$ cat src/hdl/dcc_pkg.sv
/*
 * shared constants, carrier types and helpers for the dispatch and completion control.
 * assumes a single clock domain and in-core synchronous neighbours.
 */
`default_nettype none

package dcc_pkg;

	localparam int DCC_DISP_W = 2;
	localparam int DCC_CQ_DEPTH = 14;
	localparam int DCC_TAG_W = 4;
	localparam logic [DCC_TAG_W-1:0] DCC_CQ_LAST = 4'hd;
	// dispatch only while at least a full dispatch group still fits
	localparam logic [DCC_TAG_W-1:0] DCC_CQ_SPARE = 4'hc;
	localparam int DCC_NU = 4;
	localparam int DCC_IQ_DEPTH = 4;
	localparam int DCC_IQ_CW = 3;
	localparam logic [DCC_IQ_CW-1:0] DCC_IQ_SPARE = 3'h2;
	localparam int DCC_MUL_LAT = 4;
	localparam int DCC_DIV_CW = 6;
	localparam logic [DCC_DIV_CW-1:0] DCC_DIV_ONE = 6'h01;
	localparam logic [DCC_DIV_CW-1:0] DCC_DIV_LAT [4] = '{6'h04, 6'h0b, 6'h13, 6'h23};

	typedef enum logic [1:0] {
		DCC_U_ALU = 2'h0,
		DCC_U_BR = 2'h1,
		DCC_U_MUL = 2'h2,
		DCC_U_DIV = 2'h3
	} dcc_unit_t;

	// one decode slot from the instruction queue; static hint bits are not carried
	typedef struct packed {
		logic vld;
		dcc_unit_t unit;
		logic [1:0] div_len;
		logic dyn_taken;
	} dcc_slot_t;

	typedef struct packed {
		logic vld;
		logic [DCC_TAG_W-1:0] tag;
	} dcc_tagv_t;

	typedef struct packed {
		logic [1:0] aux;
		logic [DCC_TAG_W-1:0] tag;
	} dcc_iqe_t;

	function automatic logic [DCC_TAG_W-1:0] dcc_tag_inc(input logic [DCC_TAG_W-1:0] t);
		return (t == DCC_CQ_LAST) ? '0 : t + 4'h1;
	endfunction

endpackage

`default_nettype wire

$ cat src/hdl/dcc_mul_pipe.sv
/*
 * four-stage pipelined multiply tracker: carries completion tags through the stages.
 * assumes the caller offers at most one instruction per cycle and flushes on squash.
 */
`default_nettype none

module dcc_mul_pipe import dcc_pkg::*; (
	input wire logic i_clock,
	input wire logic i_arst_n,
	input wire dcc_tagv_t i_in,
	input wire logic i_flush,
	output dcc_tagv_t o_out
);

	typedef struct packed {
		dcc_tagv_t [DCC_MUL_LAT-1:0] st;
	} dcc_mul_st_t;

	dcc_mul_st_t s_r;
	dcc_mul_st_t s_nxt;

	////////////////////////////////////////////////////////////////////////////////
	// a new entry every cycle; no stage ever stalls
	always_comb begin
		s_nxt = s_r;
		s_nxt.st[0] = i_flush ? '0 : i_in;
		for (int i = 1; i < DCC_MUL_LAT; i++) begin
			s_nxt.st[i] = i_flush ? '0 : s_r.st[i-1];
		end
	end

	always_ff @(posedge i_clock or negedge i_arst_n) begin
		if (!i_arst_n) begin
			s_r <= '0;
		end else begin
			s_r <= s_nxt;
		end
	end

	assign o_out = s_r.st[DCC_MUL_LAT-1];
endmodule

`default_nettype wire

$ cat src/hdl/dcc_div_unit.sv
/*
 * multi-cycle divide occupancy tracker: holds one instruction for its whole latency.
 * assumes the caller offers work only while o_idle is high.
 */
`default_nettype none

module dcc_div_unit import dcc_pkg::*; (
	input wire logic i_clock,
	input wire logic i_arst_n,
	input wire dcc_tagv_t i_in,
	input wire logic [1:0] i_len,
	input wire logic i_flush,
	output logic o_idle,
	output dcc_tagv_t o_done
);

	typedef enum logic [1:0] {
		DCC_DV_IDLE = 2'b01,
		DCC_DV_BUSY = 2'b10
	} dcc_dv_state_t;

	typedef struct packed {
		dcc_dv_state_t state;
		logic [DCC_DIV_CW-1:0] cnt;
		logic [DCC_TAG_W-1:0] tag;
		dcc_tagv_t done;
	} dcc_div_st_t;

	dcc_div_st_t s_r;
	dcc_div_st_t s_nxt;

	////////////////////////////////////////////////////////////////////////////////
	always_comb begin
		s_nxt = s_r;
		s_nxt.done = '0;
		unique case (s_r.state)
			DCC_DV_IDLE: begin
				if (i_in.vld && !i_flush) begin
					s_nxt.state = DCC_DV_BUSY;
					s_nxt.cnt = DCC_DIV_LAT[i_len];
					s_nxt.tag = i_in.tag;
				end
			end
			DCC_DV_BUSY: begin
				if (i_flush) begin
					s_nxt.state = DCC_DV_IDLE;
				end else if (s_r.cnt == DCC_DIV_ONE) begin
					s_nxt.state = DCC_DV_IDLE;
					s_nxt.done = '{1'b1, s_r.tag};
				end else begin
					s_nxt.cnt = s_r.cnt - DCC_DIV_ONE;
				end
			end
			default: begin
				s_nxt.state = DCC_DV_IDLE;
			end
		endcase
	end

	always_ff @(posedge i_clock or negedge i_arst_n) begin
		if (!i_arst_n) begin
			s_r <= '{DCC_DV_IDLE, '0, '0, '0};
		end else begin
			s_r <= s_nxt;
		end
	end

	assign o_idle = (s_r.state == DCC_DV_IDLE);
	assign o_done = s_r.done;
endmodule

`default_nettype wire

$ cat src/hdl/dcc_dispatch_ctrl.sv
/*
 * dispatch, issue, completion and write back control of a two-wide out-of-order core.
 * assumes in-core synchronous neighbours; results themselves live outside this block.
 */
// What this block does
// - with prediction disabled every branch is reported as not taken.
// - direction comes from the dynamic predictor only, never from static hint bits.
// - a mispredicted branch redirects fetch and squashes younger work when it completes.
// - completion is in order, from the two oldest queue entries only.
// - only finished, exception-free entries complete, and only behind completed older ones.
// - completing an entry removes it from the completion queue in that same step.
// - decode dispatches only while issue queue and completion queue both have room.
// - dispatch writes the issue queue and allocates the completion entry together.
// - execution units report finish; architected state waits for completion.
// - issue reads operands and routes each instruction to its own unit.
// - reservation stations accept work before operands or units are ready.
// - multiply accepts one instruction per cycle and returns each after four cycles.
// - write back follows completion by exactly one cycle.
// - write back results are never dropped by a squash or exception.
// - older results finish writing back before an exception is taken.
// - divide may hold the execute stage for many cycles.
// - an instruction stalls in place while its data or unit is unavailable.
// - completion order is the order in which fetch delivered instructions.
// - at most two instructions dispatch per cycle, branches included.
`default_nettype none

module dcc_dispatch_ctrl import dcc_pkg::*; (
	input wire logic i_clock,
	input wire logic i_arst_n,
	input wire logic i_predict_enable,
	input wire dcc_slot_t [DCC_DISP_W-1:0] i_slot,
	input wire logic [DCC_NU-1:0] i_opnd_ready,
	input wire logic i_alu_exc,
	input wire logic i_br_mispredict,
	output logic o_dq_ready,
	output dcc_tagv_t [DCC_DISP_W-1:0] o_dispatch,
	output logic [DCC_DISP_W-1:0] o_pred_taken,
	output dcc_tagv_t [DCC_NU-1:0] o_issue,
	output dcc_tagv_t [DCC_DISP_W-1:0] o_complete,
	output dcc_tagv_t [DCC_DISP_W-1:0] o_wb,
	output logic o_redirect,
	output logic o_exc_take,
	output logic o_flush
);

	typedef struct packed {
		logic [DCC_CQ_DEPTH-1:0] cq_vld;
		logic [DCC_CQ_DEPTH-1:0] cq_fin;
		logic [DCC_CQ_DEPTH-1:0] cq_exc;
		logic [DCC_CQ_DEPTH-1:0] cq_mis;
		logic [DCC_TAG_W-1:0] cq_head;
		logic [DCC_TAG_W-1:0] cq_tail;
		logic [DCC_TAG_W-1:0] cq_cnt;
		dcc_iqe_t [DCC_NU-1:0][DCC_IQ_DEPTH-1:0] iq;
		logic [DCC_NU-1:0][DCC_IQ_CW-1:0] iq_cnt;
		logic [DCC_NU-1:0] rs_vld;
		dcc_iqe_t [DCC_NU-1:0] rs;
		dcc_tagv_t [1:0] ex;
		logic [1:0] ex_flag;
		logic dq_ready;
		dcc_tagv_t [DCC_DISP_W-1:0] disp;
		logic [DCC_DISP_W-1:0] pred;
		dcc_tagv_t [DCC_NU-1:0] issue;
		dcc_tagv_t [DCC_DISP_W-1:0] comp;
		dcc_tagv_t [DCC_DISP_W-1:0] wb;
		logic redirect;
		logic exc_take;
		logic flush;
	} dcc_ctrl_st_t;

	dcc_ctrl_st_t s_r;
	dcc_ctrl_st_t s_nxt;

	logic [DCC_TAG_W-1:0] h0;
	logic [DCC_TAG_W-1:0] h1;
	logic [DCC_TAG_W-1:0] ptr;
	logic can0;
	logic can1;
	logic exc0;
	logic mis_c;
	logic flush_c;
	logic rdy;
	logic div_idle;
	logic [DCC_NU-1:0] unit_free;
	logic [DCC_NU-1:0] leave;
	logic [1:0] div_len;
	dcc_unit_t u;
	dcc_tagv_t mul_in;
	dcc_tagv_t mul_out;
	dcc_tagv_t div_in;
	dcc_tagv_t div_done;

	////////////////////////////////////////////////////////////////////////////////
	dcc_mul_pipe u_mul (
		.i_clock(i_clock),
		.i_arst_n(i_arst_n),
		.i_in(mul_in),
		.i_flush(flush_c),
		.o_out(mul_out)
	);

	dcc_div_unit u_div (
		.i_clock(i_clock),
		.i_arst_n(i_arst_n),
		.i_in(div_in),
		.i_len(div_len),
		.i_flush(flush_c),
		.o_idle(div_idle),
		.o_done(div_done)
	);

	////////////////////////////////////////////////////////////////////////////////
	always_comb begin
		s_nxt = s_r;
		u = DCC_U_ALU;
		rdy = 1'b1;

		// completion looks at the two oldest entries only
		h0 = s_r.cq_head;
		h1 = dcc_tag_inc(s_r.cq_head);
		can0 = s_r.cq_vld[h0] && s_r.cq_fin[h0] && !s_r.cq_exc[h0];
		can1 = can0 && !s_r.cq_mis[h0] && s_r.cq_vld[h1] && s_r.cq_fin[h1]
			&& !s_r.cq_exc[h1];
		// the faulting entry waits until nothing older is still in flight to write back
		exc0 = s_r.cq_vld[h0] && s_r.cq_fin[h0] && s_r.cq_exc[h0]
			&& !s_r.comp[0].vld && !s_r.wb[0].vld;
		mis_c = (can0 && s_r.cq_mis[h0]) || (can1 && s_r.cq_mis[h1]);
		flush_c = mis_c || exc0;

		s_nxt.comp[0] = '{can0, h0};
		s_nxt.comp[1] = '{can1, h1};
		s_nxt.wb = s_r.comp;
		s_nxt.redirect = mis_c;
		s_nxt.exc_take = exc0;
		s_nxt.flush = flush_c;
		s_nxt.disp = '0;
		s_nxt.pred = '0;
		s_nxt.issue = '0;

		// finish marks the entry; architected state is untouched until completion
		if (s_r.ex[0].vld) begin
			s_nxt.cq_fin[s_r.ex[0].tag] = 1'b1;
			s_nxt.cq_exc[s_r.ex[0].tag] = s_r.ex_flag[0];
		end
		if (s_r.ex[1].vld) begin
			s_nxt.cq_fin[s_r.ex[1].tag] = 1'b1;
			s_nxt.cq_mis[s_r.ex[1].tag] = s_r.ex_flag[1];
		end
		if (mul_out.vld) begin
			s_nxt.cq_fin[mul_out.tag] = 1'b1;
		end
		if (div_done.vld) begin
			s_nxt.cq_fin[div_done.tag] = 1'b1;
		end

		// retirement is the completion itself
		if (can0) begin
			s_nxt.cq_vld[h0] = 1'b0;
		end
		if (can1) begin
			s_nxt.cq_vld[h1] = 1'b0;
		end
		s_nxt.cq_head = can1 ? dcc_tag_inc(h1) : (can0 ? h1 : h0);
		s_nxt.cq_cnt = s_r.cq_cnt - DCC_TAG_W'(can0) - DCC_TAG_W'(can1);

		// reservation station to unit, issue queue to reservation station
		unit_free = '1;
		unit_free[DCC_U_DIV] = div_idle;
		for (int k = 0; k < DCC_NU; k++) begin
			leave[k] = s_r.rs_vld[k] && i_opnd_ready[k] && unit_free[k];
			if (leave[k]) begin
				s_nxt.rs_vld[k] = 1'b0;
			end
			// the station takes work before its operands are ready
			if ((!s_r.rs_vld[k] || leave[k]) && s_r.iq_cnt[k] != '0) begin
				s_nxt.rs_vld[k] = 1'b1;
				s_nxt.rs[k] = s_r.iq[k][0];
				s_nxt.issue[k] = '{1'b1, s_r.iq[k][0].tag};
				for (int e = 0; e < DCC_IQ_DEPTH - 1; e++) begin
					s_nxt.iq[k][e] = s_r.iq[k][e+1];
				end
				s_nxt.iq_cnt[k] = s_r.iq_cnt[k] - DCC_IQ_CW'(1);
			end
		end

		// each unit gets only its own station's work
		s_nxt.ex[0] = '{leave[DCC_U_ALU], s_r.rs[DCC_U_ALU].tag};
		s_nxt.ex_flag[0] = i_alu_exc;
		s_nxt.ex[1] = '{leave[DCC_U_BR], s_r.rs[DCC_U_BR].tag};
		s_nxt.ex_flag[1] = i_br_mispredict;
		mul_in = '{leave[DCC_U_MUL], s_r.rs[DCC_U_MUL].tag};
		div_in = '{leave[DCC_U_DIV], s_r.rs[DCC_U_DIV].tag};
		div_len = s_r.rs[DCC_U_DIV].aux;

		// dispatch: queue entry and completion entry in one step, in fetch order
		ptr = s_r.cq_tail;
		if (s_r.dq_ready && !flush_c) begin
			for (int k = 0; k < DCC_DISP_W; k++) begin
				if (i_slot[k].vld && i_slot[0].vld) begin
					u = i_slot[k].unit;
					s_nxt.cq_vld[ptr] = 1'b1;
					s_nxt.cq_fin[ptr] = 1'b0;
					s_nxt.cq_exc[ptr] = 1'b0;
					s_nxt.cq_mis[ptr] = 1'b0;
					s_nxt.iq[u][s_nxt.iq_cnt[u]] = '{i_slot[k].div_len, ptr};
					s_nxt.iq_cnt[u] = s_nxt.iq_cnt[u] + DCC_IQ_CW'(1);
					s_nxt.disp[k] = '{1'b1, ptr};
					// static hint bits never reach this point
					s_nxt.pred[k] = i_predict_enable && i_slot[k].dyn_taken;
					s_nxt.cq_cnt = s_nxt.cq_cnt + DCC_TAG_W'(1);
					ptr = dcc_tag_inc(ptr);
				end
			end
		end
		s_nxt.cq_tail = ptr;

		// squash: everything still queued is younger than the flush point
		if (flush_c) begin
			s_nxt.cq_vld = '0;
			s_nxt.cq_cnt = '0;
			s_nxt.cq_head = s_r.cq_tail;
			s_nxt.cq_tail = s_r.cq_tail;
			s_nxt.iq_cnt = '0;
			s_nxt.rs_vld = '0;
			s_nxt.ex = '0;
		end

		// ready is registered, so it must leave room for a full group
		for (int k = 0; k < DCC_NU; k++) begin
			rdy = rdy && (s_nxt.iq_cnt[k] <= DCC_IQ_SPARE);
		end
		s_nxt.dq_ready = rdy && (s_nxt.cq_cnt <= DCC_CQ_SPARE);
	end

	always_ff @(posedge i_clock or negedge i_arst_n) begin
		if (!i_arst_n) begin
			s_r <= '0;
		end else begin
			s_r <= s_nxt;
		end
	end

	////////////////////////////////////////////////////////////////////////////////
	assign o_dq_ready = s_r.dq_ready;
	assign o_dispatch = s_r.disp;
	assign o_pred_taken = s_r.pred;
	assign o_issue = s_r.issue;
	assign o_complete = s_r.comp;
	assign o_wb = s_r.wb;
	assign o_redirect = s_r.redirect;
	assign o_exc_take = s_r.exc_take;
	assign o_flush = s_r.flush;
endmodule

`default_nettype wire

$ cat config.mk
export PLATFORM = sky130hd
export DESIGN_NAME = dcc_dispatch_ctrl
export DESIGN_NICKNAME = d
export VERILOG_FILES = /design/src/hdl/dcc_pkg.sv /design/src/hdl/dcc_mul_pipe.sv /design/src/hdl/dcc_div_unit.sv /design/src/hdl/dcc_dispatch_ctrl.sv
export SDC_FILE = /design/constraint.sdc
export NUM_CORES = 1
export LEC_CHECK = 0
export BUFFER_PORTS_ARGS = -buffer_cell sky130_fd_sc_hd__buf_4
export CELL_PAD_IN_SITES_DETAIL_PLACEMENT = 0
export CELL_PAD_IN_SITES_GLOBAL_PLACEMENT = 1
export CORE_ASPECT_RATIO = 0.9
export CORE_MARGIN = 2
export CORE_UTILIZATION = 42
export CTS_CLUSTER_SIZE = 28
export DETAILED_ROUTE_END_ITERATION = 16
export PLACE_DENSITY_LB_ADDON = 0.1
export SLEW_MARGIN = 20
export SYNTH_ARGS = -nofsm -noshare
export SYNTH_HDL_FRONTEND = slang
export SYNTH_SLANG_ARGS = --single-unit
$ cat constraint.sdc
create_clock -name i_clock -period 9.9 [get_ports i_clock]
set_input_delay 1.98 -clock i_clock [delete_from_list [all_inputs] [get_ports i_clock]]
set_output_delay 1.98 -clock i_clock [all_outputs]
set_load 0.01 [all_outputs]
-- Word level (Yosys, flattened, before mapping)
Cells that the tools add are included.
- register bits after elaboration: 303
- bits in latches: 0
- RAM bits: 0
- memory bits (read-only): 0
- input bits: 21
- output and inout bits: 56
- logic and storage cells: 367
- memories kept: 0
- add/subtract/negate cells: 15
- multipliers: 0
- divide/modulo/power cells: 0
- $lt $le $gt $ge: 30
- equality and inequality tests: 11
- shift-type cells: 0
- muxes and demuxes: 125
- bitwise logic cells: 20
- reductions and logical operators: 71
- operators with widths (cell ; number):
    $mux 112 ; 4
    $mux 56 ; 4
    $bwmux 96 ; 2
    $and 14x14->14 ; 8
    $mux 14 ; 7
    $demux 24 s2 ; 2
    $or 14x14->14 ; 6
    $mux 18 ; 4
    $mux 5 ; 13
    $not 14->14 ; 4
    $mux 24 ; 2
    $logic_and 1x1->1 ; 41
    $lt 4x5->1 const B ; 8
    $mux 4 ; 10
    $mux 12 ; 3
    $mux 6 ; 6
    $bmux 1 s4 ; 8
    $demux 1 s4 ; 8
    $ge 4x1->1 const B ; 8
    $bwmux 14 ; 2
    $mux 28 ; 1
    $reduce_bool 3->1 ; 9
    $mux 1 ; 26
    $add 4x1->4 const B ; 6
    36 further kinds ; 80

-- Logic depth before layout (Yosys ltp)
Gate-level depths: netlist of the first run.
- word-level depth: 33
- depth in mapped cells: 25
- gate-level depth less buffers: 24

-- Cells and area by module
Synthesis of the first run repeated with hierarchy kept, for this count alone.
- cells, all modules: 1611
- area total of the unflattened synthesis: 15640.0 µm²
- by module, submodules not included (module ; instances ; cells each ; area an instance (µm²) ; seq. area each (µm²)):
    dcc_dispatch_ctrl ; 1 ; 1483 ; 13968.4 ; 6055.8
    dcc_div_unit ; 1 ; 81 ; 915.9 ; 426.7
    dcc_mul_pipe ; 1 ; 47 ; 755.7 ; 500.5

-- Worst setup path before layout of the first run
Ideal clock, no wire load.
- path type: input to register
- start: input i_opnd_ready[3]
- end: register s_r (netlist bit o_dq_ready)
- setup time: 80 ps
- arrival: 5896 ps
- required time: 9820 ps
- slack: 3925 ps
- stages: 22
- path buffers: 1
- path through: nand3b_1 a21o_1 clkbuf_1 clkinv_1 xnor2_1 nand2_1 nand2_1 nand2_1 o21ai_0 inv_1 ha_1 ha_1 nand2_1 a2bb2o_1 nor3_1 a41oi_1 ha_1 o22ai_1 a22o_1 or4_1 nor3_1 a2bb2oi_1
- RTL lines (element ; RTL line ; RTL):
    start: declaration ; dcc_dispatch_ctrl.sv:32 ; input wire logic [DCC_NU-1:0] i_opnd_ready,
    end signal: assignment ; dcc_dispatch_ctrl.sv:239 ; s_r <= s_nxt;
    end: declaration ; dcc_dispatch_ctrl.sv:71 ; dcc_ctrl_st_t s_r;

==> flow_metrics.py, run 1 <==
metrics = {
    "sta": {
        "tightest_slew_ps": 1070,
        "fin_crit_ps": 7320,
        "relSlewSlack": 0.280,
        "rsz0062_at_grt": "false",
        "finClkSkew_ps": 9.97,
        "setup_tns_ps": 0,
        "max_freq_mhz": 137,
        "maxSlewViolCount": 0,
        "fin_crit_sh": 0.740,
        "hold_violations": 0,
        "finalSetupViolations": 0,
    },
    "global_route": {
        "grt_max_degree": 179,
        "grt_pass1_wl_microns": 72400,
        "grt_usage": 0.247,
        "overflow": 0,
        "antenna_found_initial": 0,
        "grt_pass1_vias": 12034,
    },
    "clock_tree": {
        "cts-htree-levels": 1,
        "clock_sinks": 279,
        "numCtsBuffers": 31,
        "cts_tree": "done",
        "clock_path_buffers": 3,
        "cts_root_buf": "clkbuf_16",
        "holdBufCountCts": 0,
        "insertion_delay_ps": 570,
        "cts_resized": 0,
        "cts_setup_buffers": 0,
        "clkTransAtPathRegs_ps": 60,
    },
    "synth": {
        "ys_ff_latch": 279,
        "synth_area_sq_mm": 0.0153,
        "synth_seq_area_share": 0.457,
        "synth_edf_count": 0,
        "syn_avg_cell_area_sq_um": 9.41,
        "ys_types": 94,
        "synthArstFlopShare": 1.00,
        "synth_flop_cell": "dfrtp_1",
        "netlist_instances": 1624,
        "yosys_warnings": 0,
        "syn_nets": 1670,
    },
    "cells_and_area": {
        "drive_above_1_share": 0.132,
        "area_delta_synth_final_pct": 10.2,
        "post-route-cell-area_sq_mm": 0.0168,
        "num_antenna_cells": 0,
        "finalNetCount": 1650,
        "final_common_cell": "dfrtp_1",
        "final_cell_mix": "277 x dfrtp_1, 243 x nand2_1, 121 x nor2_1",
    },
    "pwr": {
        "power_density_mw_per_mm2": 332,
        "power_mw": 5.59,
        "swShare": 0.414,
        "comb_power_share": 0.423,
        "seqPwrFrac": 0.352,
        "vdd_ir_drop_max_mv": 0.148,
        "p_leak_nw": 7.53,
        "p_switching_mw": 2.31,
        "p_int_mw": 3.28,
        "p_clk_frac": 0.224,
    },
    "worst_setup_path": {
        "crit_path_frequent_cell": "nand2_1",
        "critPathArrivalTime_ps": 7820,
        "crit_buf_inv": 3,
        "crit_path_max_fanout": 27,
        "crit_family": "compound AO/OA/AOI/OAI gates",
        "required_ps": 10390,
        "slowest_stage": "clkinv_1",
        "start_kind": "input port",
        "end_kind": "flip-flop",
        "cpPeakStageDelay_ps": 860,
        "crit_chain": "buf_4, nand3b_1, a21o_1, clkinv_1, xnor2_1, nand2_1, nand2_1, nand2_1, o21ai_0, inv_1, ha_1, ha_1, nand2_1, a2bb2o_1, nor3_1, a41oi_1, ha_1, o22ai_1, a22o_1, or4_1, nor3_1, a2bb2oi_1",
        "critPathKind": "in -> reg",
    },
    "floorplanning": {
        "dieArea_sq_mm": 0.0379,
        "ios": 77,
        "row_count": 66,
        "die_y_microns": 185,
        "core-area_sq_mm": 0.0360,
        "initial_core_util": 0.424,
        "die_w_microns": 205,
    },
    "routing": {
        "wl_microns": 46500,
        "antenna_left": 0,
        "routedWlPerCell_microns": 22.1,
        "firstDrtPassIters": 5,
        "post-route-drc-count": 0,
        "drtIter0Drc": 929,
        "routed-via-count": 12423,
        "vias_per_cell": 5.91,
    },
    "place": {
        "placement.io_buffers": 76,
        "dpl.hpwl_microns": 32200,
        "placedInstanceArea_sq_mm": 0.0157,
        "gp_congestion": 0.913,
    },
    "job": {
        "max-cap-violations": 0,
    },
    "status": {
        "outcome": "complete, no violations",
    },
    "hold_path": {
        "hold_path_class": "reg -> reg",
    },
}
==> cell families after synthesis <==
| family | synth area share |
|---|---|
| AND/OR/NAND/NOR | 0.204 |
| AO/OA/AOI/OAI | 0.184 |
| flip-flops | 0.457 |
| buffers and inverters | 0.0702 |
| multiplexers | 0.0496 |
| adder cells (fa/ha/maj) | 0.0210 |
| XOR/XNOR | 0.0138 |
==> flip-flops by register name (all words and copies together) (netlist names), 4 cells and up <==
signal	cells
o_wb	10
o_dispatch	10
u_mul.s_r	15
mul_in	4
s_r	172
o_complete	10
div_in	4
o_issue	20
u_mul.o_out	5
u_div.s_r	12
h0	4
u_div.o_done	5
==> worst paths after layout <==
kind / startpoint / endpoint / slack [ps] / depth (start not counted)
min in group asynchronous: i_arst_n / s_r[221]$_DFF_PN0_ / 1440 / 1
setup / recovery: i_opnd_ready[3] / o_dq_ready$_DFF_PN0_ / 2580 / 22
max in group asynchronous: i_arst_n / o_pred_taken[0]$_DFF_PN0_ / 6970 / 2
setup reg to reg: s_r[105]$_DFF_PN0_ / o_dq_ready$_DFF_PN0_ / 3400 / 23
hold / removal: o_complete[5]$_DFF_PN0_ / o_wb[5]$_DFF_PN0_ / 370 / 0
hold reg to reg: o_complete[5]$_DFF_PN0_ / o_wb[5]$_DFF_PN0_ / 370 / 0
==> power by group through the flow <==
stage	Sequential, mW	Combinational [mW]	Clock (mW)
after floorplan	1.78	1.86	0
after global placement	1.98	2.33	0
after detailed placement	1.98	2.35	0
after CTS	1.96	2.36	1.29
after global routing	2.03	2.61	1.33
final	1.97	2.37	1.25
==> worst register-to-register path, cell delays in order (launching register included) <==
cell	delay [ps]
dfrtp_1	390
inv_1	90
ha_1	170
nor2b_1	210
a21o_1	660
clkinv_1	870
xnor2_1	620
nand2_1	90
nand2_1	70
nand2_1	40
o21ai_0	140
inv_1	120
ha_1	230
ha_1	380
nand2_1	90
a2bb2o_1	360
nor3_1	220
a41oi_1	80
ha_1	390
o22ai_1	120
a22o_1	200
or4_1	510
nor3_1	200
a2bb2oi_1	180
==> synth_stat cells (29+ instances only) <==
cell,number,area share
nand3_1,47,0.015
a21oi_1,59,0.019
nand2_1,243,0.060
and2_1,34,0.014
mux2i_1,38,0.025
and3_1,46,0.019
nor2_1,122,0.030
buf_4,53,0.026
o22ai_1,44,0.018
inv_1,44,0.011
nor3_1,29,0.0095
dfrtp_1,278,0.46
a32oi_1,45,0.026
o21ai_0,68,0.022
clkbuf_1,56,0.014
==> metal layers <==
layer / vias up / GRT usage / routed length (microns)
met5: - / 0 / 0
met4: 0 / 0.0737 / 1420
met3: 90 / 0.0354 / 2440
met2: 392 / 0.402 / 21800
met1: 6150 / 0.343 / 20900
li1: 5791 / - / -
==> through the flow <==
stage	setup WS, ps	util	instances	hold WS (ps)
after floorplan	3920	-	1624	355
after global placement	2270	0.437	2047	362
after detailed placement	2010	0.437	2047	362
after CTS	2590	0.467	2103	376
after global routing	2040	0.468	2103	393
final	2580	0.468	2103	375
==> cell type report <==
| cell class | count | area, sq um |
|---|---|---|
| fillers | 3505 | 19200 |
| flip-flops and latches | 279 | 6980 |
| multi-input cells | 1152 | 7260 |
| well taps | 476 | 596 |
| clock buffers | 38 | 852 |
| clock inverters | 18 | 255 |
| inverters | 48 | 183 |
| repair buffers | 92 | 711 |
Note: power is estimated with default switching activity, not from simulation.
==> inputs of run 2 (changes only) <==
==> constraint.sdc (replaced) <==
create_clock -name i_clock -period 6.21 [get_ports i_clock]
set_input_delay 1.242 -clock i_clock [delete_from_list [all_inputs] [get_ports i_clock]]
set_output_delay 1.242 -clock i_clock [all_outputs]
set_load 0.01 [all_outputs]
==> run 2 against run 1 <==
  * Combinational power grew 63%
  * Via count grew 0.32%
  * Sequential cell count is the same
==> flow_metrics.py, run 2 (same netlist as run 1, synthesis figures left out) <==
metrics = {
    "place": {
        "placedInstanceArea_sq_mm": 0.0158,
        "dpl.hpwl_microns": 33500,
        "gp_congestion": 0.903,
        "placement.io_buffers": 76,
    },
    "sta": {
        "finalSetupViolations": 0,
        "fin_crit_ps": 5380,
        "hold_violations": 0,
        "tightest_slew_ps": 1130,
        "max_freq_mhz": 186,
        "setup_tns_ps": 0,
        "rsz0062_at_grt": "false",
        "finClkSkew_ps": 20.3,
        "maxSlewViolCount": 0,
        "relSlewSlack": 0.243,
        "fin_crit_sh": 0.866,
    },
    "floorplanning": {
        "row_count": 66,
        "dieArea_sq_mm": 0.0379,
        "core-area_sq_mm": 0.0360,
        "initial_core_util": 0.424,
        "die_y_microns": 185,
        "die_w_microns": 205,
        "ios": 77,
    },
    "worst_setup_path": {
        "reg2reg_to": "o_dq_ready$_DFF_PN0_",
        "rrSetupSlack_ps": 1030,
        "worstRegToRegCells": 16,
        "critPathKind": "in -> reg",
        "critPathArrivalTime_ps": 5820,
        "cp-startpoint": "i_opnd_ready[0]",
        "end_kind": "flip-flop",
        "r2r_start": "h0[1]$_DFFE_PN0P_",
        "start_kind": "input port",
        "required_ps": 6650,
        "crit_path_max_fanout": 11,
    },
    "cells_and_area": {
        "top_register": "s_r",
        "fill_cells": 3513,
        "num_antenna_cells": 0,
        "final_common_cell": "dfrtp_1",
        "drive_above_1_share": 0.141,
        "area_delta_synth_final_pct": 11.5,
        "finalNetCount": 1667,
        "post-route-cell-area_sq_mm": 0.0170,
        "final_cell_mix": "276 x dfrtp_1, 243 x nand2_1, 121 x nor2_1",
        "largest_reg_flops": 172,
    },
    "clock_tree": {
        "clock_sinks": 279,
        "clock_path_buffers": 3,
        "cts_setup_buffers": 0,
        "clkTransAtPathRegs_ps": 60,
        "numCtsBuffers": 34,
        "holdBufCountCts": 0,
        "cts-htree-levels": 2,
        "cts_root_buf": "clkbuf_16",
        "cts_resized": 0,
        "cts_tree": "done",
        "insertion_delay_ps": 520,
    },
    "job": {
        "max-cap-violations": 0,
    },
    "status": {
        "outcome": "complete, no violations",
    },
    "hold_path": {
        "hold_start": "o_complete[3]$_DFF_PN0_",
        "hold_path_class": "reg -> reg",
        "worstHoldEndpoint": "o_wb[3]$_DFF_PN0_",
        "hold_depth": 0,
    },
    "global_route": {
        "grt_max_degree": 141,
        "antenna_found_initial": 0,
        "overflow": 0,
        "grt_usage": 0.254,
        "grt_pass1_wl_microns": 74000,
        "grt_pass1_vias": 12194,
    },
    "routing": {
        "wl_microns": 47600,
        "routed-via-count": 12463,
        "vias_per_cell": 5.88,
        "post-route-drc-count": 0,
        "firstDrtPassIters": 7,
        "dr.max_layer_used": "met4",
        "antenna_left": 0,
        "drtIter0Drc": 1084,
        "dr_wl_met2_microns": 22200,
        "met3WireLength_microns": 2460,
        "wl_met1_microns": 21400,
        "routedWlPerCell_microns": 22.5,
    },
    "pwr": {
        "swShare": 0.412,
        "comb_power_share": 0.423,
        "p_switching_mw": 3.75,
        "vdd_ir_drop_max_mv": 0.229,
        "seqPwrFrac": 0.347,
        "p_clk_frac": 0.229,
        "p_int_mw": 5.36,
        "power_density_mw_per_mm2": 535,
        "p_leak_nw": 7.65,
    },
}
## run 2: worst max path at each step
stage                                 endpoint  depth (start not counted)  slack [ps]
after global routing      o_dq_ready$_DFF_PN0_                         20         420
final                     o_dq_ready$_DFF_PN0_                         20         830
after floorplan           o_dq_ready$_DFF_PN0_                         22         970
after detailed placement  o_dq_ready$_DFF_PN0_                         20         330
after CTS                 o_dq_ready$_DFF_PN0_                         20         870
after global placement    o_dq_ready$_DFF_PN0_                         20         470
## run 2: power by group through the flow
stage / sequential (mW) / combinational (mW) / clock (mW)
floorplan: 2.83 / 2.97 / 0
global placement: 3.17 / 3.82 / 0
detailed placement: 3.18 / 3.83 / 0
CTS: 3.15 / 3.85 / 2.14
global route: 3.25 / 4.25 / 2.21
finish: 3.16 / 3.86 / 2.09
## run 2: area by class of cell
type	instances	area, sq um	share of cell area
well taps	476	596	0.0350
flip-flops and latches	279	6990	0.410
repair buffers	106	828	0.0486
clock buffers	48	1050	0.0615
multi-input cells	1152	7250	0.426
clock inverters	12	139	0.00816
inverters	48	183	0.0107
## run 2: metal layers
layer,up-vias,GRT usage
met3,84,0.0338
li1,5813,-
met1,6169,0.354
met4,0,0.0909
met2,397,0.405
met5,-,0
## run 2: through the flow
step,std cells,util,worst slack (ps),hold slack (ps),power (mW)
CTS,2121,0.473,866,375,9.14
global placement,2061,0.440,470,359,6.99
global route,2121,0.473,424,382,9.71
finish,2121,0.473,830,373,9.11
detailed placement,2061,0.440,335,364,7.02
floorplan,1624,-,973,355,5.80
## run 2: worst max-delay path, stage by stage
cell and delay [ps]:
buf_4 110, nor2b_1 210, or2_2 280, inv_1 100, xnor2_1 400, mux2i_1 150, o21ai_0 340, inv_1 120
ha_1 220, ha_1 370, nand2_1 80, a2bb2o_1 350, nor3_1 200, a41oi_1 70, ha_1 390, o22ai_1 110
a22o_1 200, or4_1 520, nor3_1 180, a2bb2oi_1 180
